**src/rtl/asf_pkg.sv**
```systemverilog
/*
  Package for the converter status flag bank: register offsets, field positions,
  reset values and the channel count.
  Assumes it is compiled before every design file that imports it.
*/
package asf_pkg;
  localparam int unsigned ASF_CHANNELS = 8;
  localparam int unsigned ASF_REG_W = 24;
  localparam logic [6:0] ASF_EVENT_FLAGS_OFFSET = 7'h38;
  localparam logic [6:0] ASF_IRQ_ENABLE_OFFSET = 7'h39;
  localparam logic [6:0] ASF_DATA_BASE_OFFSET = 7'h30;
  localparam int unsigned ASF_ABOVE_POS = 16;
  localparam int unsigned ASF_BELOW_POS = 8;
  localparam int unsigned ASF_GAIN_OVF_POS = 7;
  localparam int unsigned ASF_UNREAD_POS = 4;
  localparam int unsigned ASF_WAIT_POS = 3;
  localparam int unsigned ASF_CAL_POS = 2;
  localparam int unsigned ASF_SEQ_POS = 1;
  localparam int unsigned ASF_CONV_POS = 0;
  localparam logic [23:0] ASF_IRQ_ENABLE_RESET = 24'h000001;
  localparam logic [23:0] ASF_FLAGS_RESET = 24'h000000;
  localparam logic [23:0] ASF_GAIN_MAX_CODE = 24'hFFFFFF;
endpackage

```
**src/rtl/asf_status_flags.sv**
```systemverilog
/*
  Status flag bank of a multi-channel converter: threshold flags per result
  register, gain calibration overflow, unread data and completion flags, the
  interrupt enable mask and the active-low interrupt output.
  Assumes a register port already decoded by the serial interface: one-cycle
  read and write strobes with a 7-bit address, all on clk.

// Summary of operation
// - Status read clears the clear-on-read flags.
// - Over-range set on high value or overflow.
// - Over-range flags hold until status read.
// - Under-range set on low value or underflow.
// - Under-range flags hold until status read.
// - Gain calibration overflow sets its flag.
// - Gain flag clears on read or good calibration.
// - Eight unread bits; flag is their OR.
// - Unread flag drops after all pending reads.
// - Status read leaves unread bits untouched.
// - Wait done; cleared by read or wait start.
// - Calibration done; cleared by read or start.
// - Sequence flag after one full iteration.
// - Sequence clear: read, start write, wraparound.
// - Conversion flag on new result stored.
// - Conversion clear: read, start, pre-result.
// - Channel n at bits 16+n and 8+n.
// - Interrupt asserts on any enabled set flag.
// - Enable mask resets to conversion only.
*/
`timescale 1ns/1ps
`default_nettype none
module asf_status_flags (
  input wire logic clk,
  input wire logic reset_n,
  input wire logic reg_rd_i,
  input wire logic reg_wr_i,
  input wire logic [6:0] reg_addr_i,
  input wire logic [23:0] reg_wdata_i,
  output logic [23:0] reg_rdata_o,
  input wire logic result_wr_i,
  input wire logic [2:0] result_sel_i,
  input wire logic [23:0] result_value_i,
  input wire logic digital_over_i,
  input wire logic digital_under_i,
  input wire logic [23:0] upper_limit_setting,
  input wire logic [23:0] lower_limit_setting,
  input wire logic gain_cal_done_i,
  input wire logic [23:0] system_gain_coefficient,
  input wire logic gain_cal_saturated_i,
  input wire logic wait_done_i,
  input wire logic wait_launch_wr_i,
  input wire logic cal_done_i,
  input wire logic cal_launch_wr_i,
  input wire logic seq_iteration_done_i,
  input wire logic sequence_launch_wr_i,
  input wire logic seq_wrap_i,
  input wire logic conversion_launch_wr_i,
  input wire logic conv_pre_result_i,
  output logic irq_out_n
);
  import asf_pkg::*;

  logic status_rd;
  logic mask_wr;
  logic [ASF_CHANNELS-1:0] data_rd;
  logic [ASF_CHANNELS-1:0] data_wr;
  logic [23:0] status_now;
  logic [23:0] irq_enable_mask_q;
  logic [23:0] irq_enable_mask_d;
  logic [23:0] rdata_q;
  logic [23:0] rdata_d;
  logic irq_n_q;
  logic irq_n_d;
  logic [ASF_CHANNELS-1:0] above_limit_flag;
  logic [ASF_CHANNELS-1:0] below_limit_flag;
  logic [ASF_CHANNELS-1:0] unread_bits;
  logic unread_any;
  logic gain_cal_overflow_flag;
  logic wait_flag;
  logic cal_flag;
  logic sequence_finished_flag;
  logic conversion_finished_flag;
  logic gain_ovf_event;
  logic gain_valid_event;

  // Register port decode.
  assign status_rd = reg_rd_i && (reg_addr_i == ASF_EVENT_FLAGS_OFFSET);
  assign mask_wr = reg_wr_i && (reg_addr_i == ASF_IRQ_ENABLE_OFFSET);

  // A gain calibration overflows when flagged saturated or pinned at full code.
  assign gain_ovf_event = gain_cal_done_i &&
    (gain_cal_saturated_i || (system_gain_coefficient == ASF_GAIN_MAX_CODE));
  assign gain_valid_event = gain_cal_done_i && !gain_ovf_event;

  // Per-channel threshold flags and data strobes.
  genvar ch;
  generate
    for (ch = 0; ch < ASF_CHANNELS; ch++)
    begin : g_chan
      logic hit;
      logic above_set;
      logic below_set;
      assign hit = result_wr_i && (result_sel_i == 3'(ch));
      assign data_wr[ch] = hit;
      assign data_rd[ch] = reg_rd_i && (reg_addr_i == ASF_DATA_BASE_OFFSET + 7'(ch));
      assign above_set = hit && ((result_value_i > upper_limit_setting) || digital_over_i);
      assign below_set = hit && ((result_value_i < lower_limit_setting) || digital_under_i);
      // Clear only what the read returned, so a late event stays pending.
      asf_sticky u_above (
        .clk(clk),
        .reset_n(reset_n),
        .set_i(above_set),
        .clr_i(status_rd && above_limit_flag[ch]),
        .flag_o(above_limit_flag[ch])
      );
      asf_sticky u_below (
        .clk(clk),
        .reset_n(reset_n),
        .set_i(below_set),
        .clr_i(status_rd && below_limit_flag[ch]),
        .flag_o(below_limit_flag[ch])
      );
    end
  endgenerate

  // Unread tracking ignores status reads entirely.
  asf_unread u_unread (
    .clk(clk),
    .reset_n(reset_n),
    .written_i(data_wr),
    .read_i(data_rd),
    .bits_o(unread_bits),
    .any_o(unread_any)
  );

  // Gain overflow also clears when a later calibration comes out valid.
  asf_sticky u_gain (
    .clk(clk),
    .reset_n(reset_n),
    .set_i(gain_ovf_event),
    .clr_i((status_rd && gain_cal_overflow_flag) || gain_valid_event),
    .flag_o(gain_cal_overflow_flag)
  );

  // Wait completion.
  asf_sticky u_wait (
    .clk(clk),
    .reset_n(reset_n),
    .set_i(wait_done_i),
    .clr_i((status_rd && wait_flag) || wait_launch_wr_i),
    .flag_o(wait_flag)
  );

  // Calibration completion.
  asf_sticky u_cal (
    .clk(clk),
    .reset_n(reset_n),
    .set_i(cal_done_i || gain_cal_done_i),
    .clr_i((status_rd && cal_flag) || cal_launch_wr_i),
    .flag_o(cal_flag)
  );

  // Sequence completion; the launch strobe covers writes made by the sequencer.
  asf_sticky u_seq (
    .clk(clk),
    .reset_n(reset_n),
    .set_i(seq_iteration_done_i),
    .clr_i((status_rd && sequence_finished_flag) || sequence_launch_wr_i || seq_wrap_i),
    .flag_o(sequence_finished_flag)
  );

  // Conversion completion; a new result beats the pre-result clear.
  asf_sticky u_conv (
    .clk(clk),
    .reset_n(reset_n),
    .set_i(result_wr_i),
    .clr_i((status_rd && conversion_finished_flag) || conversion_launch_wr_i || conv_pre_result_i),
    .flag_o(conversion_finished_flag)
  );

  // Assemble the live status word; unused bits 6 and 5 read as zero.
  always_comb
  begin
    status_now = '0;
    status_now[ASF_ABOVE_POS +: ASF_CHANNELS] = above_limit_flag;
    status_now[ASF_BELOW_POS +: ASF_CHANNELS] = below_limit_flag;
    status_now[ASF_GAIN_OVF_POS] = gain_cal_overflow_flag;
    status_now[ASF_UNREAD_POS] = unread_any;
    status_now[ASF_WAIT_POS] = wait_flag;
    status_now[ASF_CAL_POS] = cal_flag;
    status_now[ASF_SEQ_POS] = sequence_finished_flag;
    status_now[ASF_CONV_POS] = conversion_finished_flag;
  end

  // Mask next value, read data capture and interrupt level.
  always_comb
  begin
    irq_enable_mask_d = irq_enable_mask_q;
    if (mask_wr)
      irq_enable_mask_d = reg_wdata_i;
    rdata_d = rdata_q;
    if (status_rd)
      rdata_d = status_now;
    else if (reg_rd_i && (reg_addr_i == ASF_IRQ_ENABLE_OFFSET))
      rdata_d = irq_enable_mask_q;
    else if (reg_rd_i)
      rdata_d = '0;
    // Level follows the flags one cycle late, which keeps the pin glitch free.
    irq_n_d = !(|(status_now & irq_enable_mask_q));
  end

  // Register only.
  always_ff @(posedge clk or negedge reset_n)
  begin
    if (!reset_n)
    begin
      irq_enable_mask_q <= ASF_IRQ_ENABLE_RESET;
      rdata_q <= ASF_FLAGS_RESET;
      irq_n_q <= 1'b1;
    end
    else
    begin
      irq_enable_mask_q <= irq_enable_mask_d;
      rdata_q <= rdata_d;
      irq_n_q <= irq_n_d;
    end
  end

  assign reg_rdata_o = rdata_q;
  assign irq_out_n = irq_n_q;
endmodule
`default_nettype wire

```
**src/rtl/asf_sticky.sv**
```systemverilog
/*
  One sticky flag: set by an event, cleared by a request; the set wins.
  Assumes all inputs come from logic on clk.
*/
`timescale 1ns/1ps
`default_nettype none
module asf_sticky (
  input wire logic clk,
  input wire logic reset_n,
  input wire logic set_i,
  input wire logic clr_i,
  output logic flag_o
);
  logic flag_q;
  logic flag_d;

  // A coincident event survives its own clear so nothing is lost.
  always_comb
  begin
    flag_d = flag_q;
    if (clr_i)
      flag_d = 1'b0;
    if (set_i)
      flag_d = 1'b1;
  end

  // Register only.
  always_ff @(posedge clk or negedge reset_n)
  begin
    if (!reset_n)
      flag_q <= 1'b0;
    else
      flag_q <= flag_d;
  end

  assign flag_o = flag_q;
endmodule
`default_nettype wire

```
**src/rtl/asf_unread.sv**
```systemverilog
/*
  Unread-result tracker: one bit per result register and their OR.
  Assumes write and read strobes are one-cycle pulses on clk.
*/
`timescale 1ns/1ps
`default_nettype none
module asf_unread (
  input wire logic clk,
  input wire logic reset_n,
  input wire logic [asf_pkg::ASF_CHANNELS-1:0] written_i,
  input wire logic [asf_pkg::ASF_CHANNELS-1:0] read_i,
  output logic [asf_pkg::ASF_CHANNELS-1:0] bits_o,
  output logic any_o
);
  import asf_pkg::*;
  logic [ASF_CHANNELS-1:0] bits_q;
  logic [ASF_CHANNELS-1:0] bits_d;

  // New data beats a read landing in the same cycle, so fresh data stays unread.
  always_comb
  begin
    bits_d = (bits_q & ~read_i) | written_i;
  end

  // Register only.
  always_ff @(posedge clk or negedge reset_n)
  begin
    if (!reset_n)
      bits_q <= '0;
    else
      bits_q <= bits_d;
  end

  assign bits_o = bits_q;
  // The flag drops only once every pending register has been read.
  assign any_o = |bits_q;
endmodule
`default_nettype wire

```
**config.mk**
```make
export PLATFORM = sky130hd
export DESIGN_NAME = asf_status_flags
export DESIGN_NICKNAME = d
export VERILOG_FILES = /design/src/rtl/asf_pkg.sv /design/src/rtl/asf_status_flags.sv /design/src/rtl/asf_sticky.sv /design/src/rtl/asf_unread.sv
export SDC_FILE = /design/constraint.sdc
export NUM_CORES = 1
export LEC_CHECK = 0
export ABC_AREA = 1
export BUFFER_PORTS_ARGS = -buffer_cell sky130_fd_sc_hd__buf_2
export CORE_ASPECT_RATIO = 1.4
export CORE_MARGIN = 3
export CORE_UTILIZATION = 45
export DETAILED_ROUTE_END_ITERATION = 16
export MAX_ROUTING_LAYER = met4
export PLACE_DENSITY = 0.86
export RECOVER_POWER = 100
export SLEW_MARGIN = 20
export SYNTH_ARGS = -nofsm -noshare
export SYNTH_HDL_FRONTEND = slang
export SYNTH_SLANG_ARGS = --single-unit
```
**constraint.sdc**
```tcl
create_clock -name clk -period 1.05 [get_ports clk]
set_input_delay 0.105 -clock clk [delete_from_list [all_inputs] [get_ports clk]]
set_output_delay 0.105 -clock clk [all_outputs]
set_load 0.03 [all_outputs]
```
======== Word level (Yosys, flattened, before mapping) ========
Index checks and enable logic that the tools add are counted.
W data, S select, Z words.
word-level totals
  register bits ........................... 78
  bits of input ports ..................... 148
  output and inout port bits .............. 25
  word-level logic and storage cells ...... 190
operators by class
  magnitude comparators ................... 2
  equality and inequality tests ........... 18
  multiplexer cells ....................... 45
  bitwise logic cells ..................... 4
  reduce and logical (&&, ||, !) cells .... 96
operators with widths
  kind                    count
  $mux W24                3
  $eq A7 B6 Y1 const B    10
  $logic_and A1 B1 Y1     58
  $mux W1                 42
  $reduce_bool A2 Y1      21
  $and A24 B24 Y24        1
  $eq A24 B24 Y1 const B  1
  $gt A24 B24 Y1          1
  $lt A24 B24 Y1          1
  $reduce_or A24 Y1       1
  $eq A3 B3 Y1 const B    4
  $logic_or A1 B1 Y1      11
  $and A8 B8 Y8           1
  $not A8 Y8              1
  $or A8 B8 Y8            1
  $reduce_or A8 Y1        1
  $eq A3 B2 Y1 const B    2
  $eq A3 B1 Y1 const B    1
  $logic_not A3 Y1        1
  $reduce_bool A3 Y1      1
  $logic_not A1 Y1        2

======== Logic depth before layout (Yosys ltp) ========
Gate-level depths: netlist of the first run.
  depth after elaboration ................. 8
  depth in mapped cells ................... 15
  gate-level depth less buffers ........... 15

======== Cells and area by module ========
A second synthesis of the first run with hierarchy kept.
unflattened totals
  cell total of the unflattened synthesis .. 668
  area, all modules ....................... 5091.1 sq um
modules (own cells, without submodules)
  module            times used  cells each  area an instance (sq um)  seq. area each (sq um)
  asf_status_flags  1           532         3933.8                    1228.7
  asf_sticky        21          5           40.0                      25.0
  asf_unread        1           31          316.6                     200.2

======== Least setup slack after synthesis of the first run ========
OpenSTA, ideal clock, no wires.
  path type ............................... input to register
  from .................................... in lower_limit_setting[23]
  to ...................................... reg g_chan[0].u_below.flag_q
  setup time .............................. 0.117 ns
  arrival time ............................ 1.125 ns
  data required time ...................... 0.933 ns
  slack ................................... -0.192 ns
  stages on the path ...................... 11
  buffers on the path ..................... 0
  cell sequence ........................... inv_1 -> ha_1 -> nand2_1 -> nor2_1 -> nand4_1 -> a21oi_1 -> nor2_1 -> nand2_1 -> nand2_1 -> nand2_1 -> nand2_1
between the ends
  cells in the longest elaborated chain, start to end .. 4
  elaborated cells between the ends (all ways) .. 5
  those cells by class .................... order compare: 1; mux: 1; reduce/logical: 3
ends and longest elaborated chain
  element                                               line                     source
  start: declaration                                    asf_status_flags.sv:45   input wire logic [23:0] lower_limit_setting,
  $lt A24 B24 Y1 *                                      asf_status_flags.sv:106  assign below_set = hit && ((result_value_i < lower_limit_setting) || digital_under_i);
  $logic_or A1 B1 Y1 *                                  asf_status_flags.sv:106
  $logic_and A1 B1 Y1 *                                 asf_status_flags.sv:106
  $mux W1 / $reduce_bool A2 Y1 (equally long branches)  -
  end signal: assignment                                asf_sticky.sv:33         flag_q <= flag_d;
  end: declaration                                      asf_sticky.sv:14         logic flag_q;
Every way passes the cells marked *; elsewhere a longest branch is shown, timed or not.
A chain may end at the register's enable or synchronous reset.

======== Worst setup path in the final report of the first run ========
  from .................................... reg u_gain.flag_q, in the netlist u_gain.flag_o
  to ...................................... reg irq_n_q, in the netlist irq_out_n
between the ends
  cells in the longest elaborated chain, start to end .. 3
ends and longest elaborated chain
  element                   line                     source
  start: declaration        asf_sticky.sv:14
  start signal: assignment  asf_sticky.sv:33
  $and A24 B24 Y24          asf_status_flags.sv:208  irq_n_d = !(|(status_now & irq_enable_mask_q));
  $reduce_or A24 Y1         asf_status_flags.sv:208
  $logic_not A1 Y1          asf_status_flags.sv:208
  via irq_n_d               asf_status_flags.sv:72   logic irq_n_d;
  end signal: assignment    asf_status_flags.sv:224  irq_n_q <= irq_n_d;
  end: declaration          asf_status_flags.sv:71   logic irq_n_q;
The timed path passes the listed nets, and every way through them passes these cells.

==> run_results.csv, run 1 <==
group,metric,value,unit
setup_path,crit_fanout,3,
final_layout,nNetsFinal,1018,
drt,drt_first_pass_iters,6,
setup_path,cp_slowest_cell,"dfrtp_1",
logic_synthesis,synth_nets,783,
floorplanning,die_h,127.8,um
floorplanning,fp.dieArea,11880,sq um
global_route,grt.overflow.total,0,
global_route,grt_pass1_vias,5356,
floorplanning,pin_count,173,
final_layout,area_growth,55.25,%
pwr,p_leak,0.003892,uW
outcome,status,"finished, violations left",
setup_path,worstPathCellList,"nand2_1 > nand4_1 > nor3_2 > nand2_2 > nor3_2",
logic_synthesis,synth_cells,588,
setup_path,cp.arrival,1.56,ns
setup_path,start_kind,"flop",
placement,placed_area,6407,sq um
drt,vias,5149,
drt,detail-route-antenna-nets,0,
sta,fin_crit,1.303,ns
final_layout,fillCellCount,664,
clocking,cts-buffers-inserted,9,
global_route,grt_pass1_wl,25000,um
placement,dp_hpwl,10930,um
drt,vias_per_cell,5.330,
final_layout,drive_above_1_share,44.81,%
final_layout,final_area,7397,sq um
logic_synthesis,netlist_area,4765,sq um
hold_path,hold_path_class,"primary input to flop",
setup_path,worst_path_largest_cell_delay,0.42,ns
logic_synthesis,async_flop_share,100.0,%
clocking,clk_latency,0.34,ns
drt,post_drt_wl_per_cell,17.10,um
logic_synthesis,synth_cell_types,33,
logic_synthesis,synth_edf_count,0,
pwr,power_density,1237,nW/um^2
sta,final_max_slew_viol_count,0,
sta,worst_pin_slew,0.5603,ns
pwr,vdd_ir_drop_max,0.8712,mV
sta,setup_viol,20,
clocking,clkSinkCount,78,
placement,dp_slack,-0.4684,ns
drt,drtIter0Drc,333,
logic_synthesis,synth-seq-cells,78,
clocking,clkSlewWorstSetupHoldPaths,0.06,ns
sta,clock.fmax,767.4,MHz
clocking,cts_tree,"yes",
clocking,root_buffer,"clkbuf_16",
global_route,antenna_found_initial,1,
job,drv_cap,0,
logic_synthesis,syn_area_per_cell,8.103,sq um
clocking,clk_path_buf_depth,2,
sta,min_period_over_period,124.1,%
floorplanning,start_util,47.11,%
clocking,htreeDepth,3,
logic_synthesis,yosysWarnings,0,
sta,slew_headroom,62.65,%
setup_path,critical_path_required,1.31,ns
floorplanning,coreArea,10110,sq um
global_route,grt_max_degree,25,
setup_path,cp_common_cell,"nor3_2",
setup_path,path_class,"flop to flop",
outcome,violations,"negative setup slack",
sta,timing.final.ws_setup,-0.2531,ns
placement,port_buffers,172,
logic_synthesis,synth_flop_cell,"dfrtp_1",
floorplanning,die_w,92.97,um
drt,drt_wl_total,16520,um
drt,drcViolationCount,0,
placement,place_congestion,0.9415,
logic_synthesis,synth_seq_area_share,41.02,%
floorplanning,rows,43,
sta,rsz0062_at_grt,"yes",
sta,finalHoldViolCount,0,
sta,skew,0.005042,ns
global_route,track_usage,27.71,%
setup_path,endpoint_kind,"flop",
-- power by group --
group | internal [uW] | switching (uW) | leakage [uW]
registers | 3250 | 185 | 0.000925
clock network | 2450 | 1190 | 0.000170
logic | 1020 | 1050 | 0.00280
-- synth_stat cells, types with 3 or more instances --
library cell,number,share of area (%)
a21o_1,4,0.63
a21oi_1,24,2.5
buf_2,3,0.32
buf_6,4,0.95
dfrtp_1,76,40
ha_1,47,12
inv_1,82,6.5
inv_2,4,0.32
mux2_4,16,5.0
nand2_1,194,15
nand3_1,23,2.4
nand4_1,13,1.7
nor2_1,44,3.5
nor2_4,3,0.71
nor3_1,3,0.32
o211ai_1,3,0.47
o21ai_0,23,2.4
-- kinds of logic (layout without fill, tap and decap cells) --
group                      after synthesis  count (layout)  synth area share, %
and+or+nand+nor                        286             286                25.00
buffers and inverters                   96             336                8.351
DFF                                     78              78                41.02
AOI/OAI and AO/OA                       64              64                8.010
adders and majority gates               47              47                12.34
muxes                                   17              17                5.278
other                                    0               3                    0
-- path summary, 6_finish.rpt --
kind,startpoint,to,slack (ns),depth (start not counted)
worst min register to register,reg_rdata_o[6],reg_rdata_o[6],0.49,2
worst max-delay path,u_gain.flag_o,irq_out_n,-0.25,5
max in group asynchronous,reset_n,irq_enable_mask_q[0],0.04,3
worst min-delay path,reg_wdata_i[21],irq_enable_mask_q[21],0.009,2
worst max register to register,u_gain.flag_o,irq_out_n,-0.25,5
min in group asynchronous,reset_n,reg_rdata_o[17],0.29,2
-- timing repair --
action,4_1_cts,5_1_grt
hold buffers,17,0
pin swaps,38,25
gates resized for setup,76,49
endpoints found under the hold margin,89,0
buffers inserted,0,0
setup endpoints to repair,19,19
-- final cells by class --
cell class	instances	area (sq um)	area share, %
diodes	3	7.507	0.1015
clock buffers	13	260.3	3.518
flip-flops and latches	78	1954	26.42
clock inverters	3	90.09	1.218
inverters	86	377.9	5.108
well taps	135	168.9	2.283
multi-input cells	414	3037	41.05
repair buffers	234	1501	20.30
-- stage by stage --
stage | TNS, ns | hold WS (ns) | utilization, % | power [uW] | std cells
3_3_place_gp | -10.49 | 0.02157 | 63.35 | 5040 | 930
5_1_grt | -5.751 | 0.003411 | 73.08 | 9510 | 964
2_1_floorplan | -1.847 | -0.1906 | - | 4232 | 588
4_1_cts | -0.4414 | 0.0001401 | 72.03 | 9004 | 963
6_report | -2.086 | 0.008779 | 73.13 | 9148 | 966
3_5_place_dp | -13.12 | 0.01685 | 63.35 | 5096 | 930
-- layer usage --
| layer | part of all wire [%] | routed length (um) | global-route usage (%) |
|---|---|---|---|
| met1 | 34 | 5598 | 27.56 |
| met2 | 53 | 8830 | 50.32 |
| met3 | 8.2 | 1352 | 6.342 |
| met4 | 4.4 | 734 | 13.46 |
| met5 | 0 | 0 | - |
-- cells in the final DEF (no fill, tap or decap), types with 5 or more instances in the layout --
cell type and n:
nand2_2 34, buf_4 39, buf_6 16, clkbuf_2 18, nand4_1 13, nand2_4 9, nand2_1 153, clkbuf_16 9
inv_1 60, nand3_1 22, dlygate4sd3_1 17, ha_4 31, mux2_4 14, nor2_4 5, o21ai_0 20, buf_2 138
inv_2 17, ha_1 15, dfrtp_1 76, a21oi_1 19, nor2_1 39
-- critical path, delay by kind of cell (launching register included) --
| family | cells | cell delay [ns] |
|---|---|---|
| DFF | 1 | 0.42 |
| and+or+nand+nor | 5 | 0.81 |
-- state kept, by name (all words and copies together) (netlist names) --
signal / cells
g_chan.u_above.flag_o: 8
g_chan.u_below.flag_o: 8
irq_enable_mask_q: 24
irq_out_n: 1
reg_rdata_o: 24
u_cal.flag_o: 1
u_conv.flag_o: 1
u_gain.flag_o: 1
u_seq.flag_o: 1
u_unread.bits_o: 8
u_wait.flag_o: 1
(Power assumes the default switching activity.)
==> run 2, diff against run 1 <==
CORE_UTILIZATION = 47   (was 45)
CTS_BUF_LIST = sky130_fd_sc_hd__clkbuf_2   (was not set)
PLACE_DENSITY = 0.88   (was 0.86)
==> run 2 against run 1 <==
Against the previous run:
- the flow still finishes with violations (negative setup slack)
- critical path depth is 1 higher
- die area is 4.0% lower
- sequential power hardly changed
- flip-flop and latch count stayed put
- maximum frequency is 11% lower
- core utilization is 1.5 points higher
- largest cell class unchanged
- largest power group is now registers
==> run_results.csv, run 2 (synthesized netlist as in run 1, its figures left out) <==
group,metric,value,unit
drt,drtIter0Drc,649,
setup_path,endpoint_kind,"flop",
setup_path,worst_path_largest_cell_delay,0.50,ns
sta,setup_viol,41,
drt,post_drt_wl_per_cell,20.32,um
floorplanning,start_util,49.28,%
setup_path,cp_common_cell,"nor3_2",
final_layout,mostFrequentLayoutCell,"nand2_1",
final_layout,final_area,7216,sq um
setup_path,critical_path_required,1.57,ns
global_route,track_usage,32.26,%
drt,drt_first_pass_iters,6,
clocking,clkSlewWorstSetupHoldPaths,0.22,ns
global_route,antenna_found_initial,2,
clocking,clk_path_buf_depth,2,
final_layout,drive_above_1_share,37.47,%
pwr,clockPowerShare,20.2,%
final_layout,area_growth,51.44,%
placement,dp_hpwl,10920,um
floorplanning,rows,42,
floorplanning,die_h,125.1,um
clocking,htreeDepth,3,
floorplanning,fp.dieArea,11400,sq um
sta,slew_headroom,52.44,%
outcome,violations,"negative setup slack",
sta,setup_tns,-8.608,ns
job,drv_cap,0,
pwr,power_density,952.9,nW/um^2
floorplanning,coreArea,9669,sq um
clocking,cts_tree,"yes",
placement,dp_slack,-0.4797,ns
pwr,switching_share,34.67,%
setup_path,crit_family,"simple AND/OR/NAND/NOR gates",
pwr,seqPwrFrac,50.3,%
sta,rsz0062_at_grt,"yes",
global_route,grt_pass1_wl,28340,um
final_layout,final_cell_mix,"nand2_1 (187), buf_2 (144), dfrtp_1 (75), inv_1 (63), dlygate4sd3_1 (46)",
clocking,clk_latency,0.61,ns
drt,detail-route-antenna-nets,0,
final_layout,fillCellCount,606,
sta,min_period_over_period,138.9,%
sta,finalHoldViolCount,0,
pwr,p_switching,2384,uW
global_route,grt_pass1_vias,5846,
clocking,root_buffer,"clkbuf_2",
sta,worst_pin_slew,0.7134,ns
pwr,p_leak,0.003908,uW
setup_path,cp.arrival,1.98,ns
setup_path,crit_fanout,2,
global_route,grt_max_degree,30,
sta,clock.fmax,685.6,MHz
placement,placed_area,6384,sq um
pwr,combPwrFrac,29.5,%
setup_path,worstPathCellList,"nand2_1 > nand4_1 > nor3_2 > buf_4 > nand2_2 > nor3_2",
sta,final_max_slew_viol_count,0,
floorplanning,die_w,91.10,um
clocking,cts-buffers-inserted,9,
sta,timing.final.ws_setup,-0.4085,ns
sta,skew,0.05390,ns
global_route,grt.overflow.total,0,
setup_path,path_class,"flop to flop",
hold_path,hold_path_class,"primary input to flop",
setup_path,start_kind,"flop",
setup_path,cp_slowest_cell,"dfrtp_2",
setup_path,path_buf_inv,1,
final_layout,fin_cells,1012,
drt,vias,5824,
placement,place_congestion,0.9288,
drt,drt_wl_total,20560,um
floorplanning,pin_count,173,
placement,dpl.cell_count,926,
sta,fin_crit,1.459,ns
drt,drcViolationCount,0,
clocking,clkSinkCount,78,
final_layout,nNetsFinal,1070,
placement,port_buffers,172,
pwr,p_int,4492,uW
drt,vias_per_cell,5.755,
pwr,vdd_ir_drop_max,0.5007,mV
outcome,status,"finished, violations left",
## run 2: cell types whose count changed in the layout (fill, tap and decap cells not counted), sizes merged
cell and change:
buf +17, dlygate4sd3 +29, diode -1, clkinv +3, clkbuf +4, bufinv -3
## run 2: final timing paths
kind                                  startpoint                        to  slack (ns)  cells past startpoint
setup / recovery           irq_enable_mask_q[20]                 irq_out_n       -0.41                      6
hold / removal                     reg_addr_i[3]        u_unread.bits_o[3]       0.006                      6
setup reg to reg           irq_enable_mask_q[20]                 irq_out_n       -0.41                      6
hold reg to reg             irq_enable_mask_q[5]      irq_enable_mask_q[5]        0.53                      2
max in group asynchronous                reset_n           reg_rdata_o[16]       -0.20                      3
min in group asynchronous                reset_n  g_chan[0].u_below.flag_o        0.33                      3
## run 2: layout make-up
cell class                 instances  area, sq um  share of cell area, %
multi-input combinational        414         2648                  36.69
timing repair buffer             286         1996                  27.66
sequential                        78         1956                  27.10
inverter                          86        377.9                  5.237
tap                              132        165.2                  2.289
clock buffer                      11        55.05                 0.7630
clock inverter                     3        13.76                 0.1907
antenna                            2        5.005                0.06936
## run 2: layer usage
layer	wire (um)	global-route usage, %	vias to the layer above	part of all wire (%)
met5	0	-	-	0
met4	1820	18.21	0	8.9
met3	2385	9.075	188	12
met2	9912	56.16	525	48
met1	6444	31.99	2646	31
li1	-	-	2465	-
## run 2: worst min-delay path: stages
cell and delay (ns):
buf_2 0.09, buf_4 0.10, nor2_1 0.04, nand2_1 0.05, o21ai_0 0.07, o21ai_0 0.07
## run 2: metrics by stage
| step | power [uW] | util, % | hold slack (ns) |
|---|---|---|---|
| 2_1_floorplan | 4232 | - | -0.1906 |
| 3_3_place_gp | 5051 | 66.02 | -0.01683 |
| 3_5_place_dp | 5123 | 66.02 | -0.01534 |
| 4_1_cts | 6522 | 74.16 | 0.009380 |
| 5_1_grt | 7152 | 74.62 | 0.04435 |
| 6_report | 6876 | 74.62 | 0.006480 |
## run 2: power groups by stage
stage          logic [uW]  clock network, uW  registers (uW)
2_1_floorplan         795                  0            3440
3_3_place_gp         1620                  0            3430
3_5_place_dp         1680                  0            3450
4_1_cts              1880               1250            3400
5_1_grt              2220               1460            3470
6_report             2030               1390            3460
## run 2: what timing repair did
action / CTS / global route
resized for setup: 58 / 16
pin swaps: 4 / 4
hold buffers: 45 / 2
endpoints found under the hold margin: 131 / 13
setup buffers: 11 / 15
endpoints found under the setup margin: 27 / 53
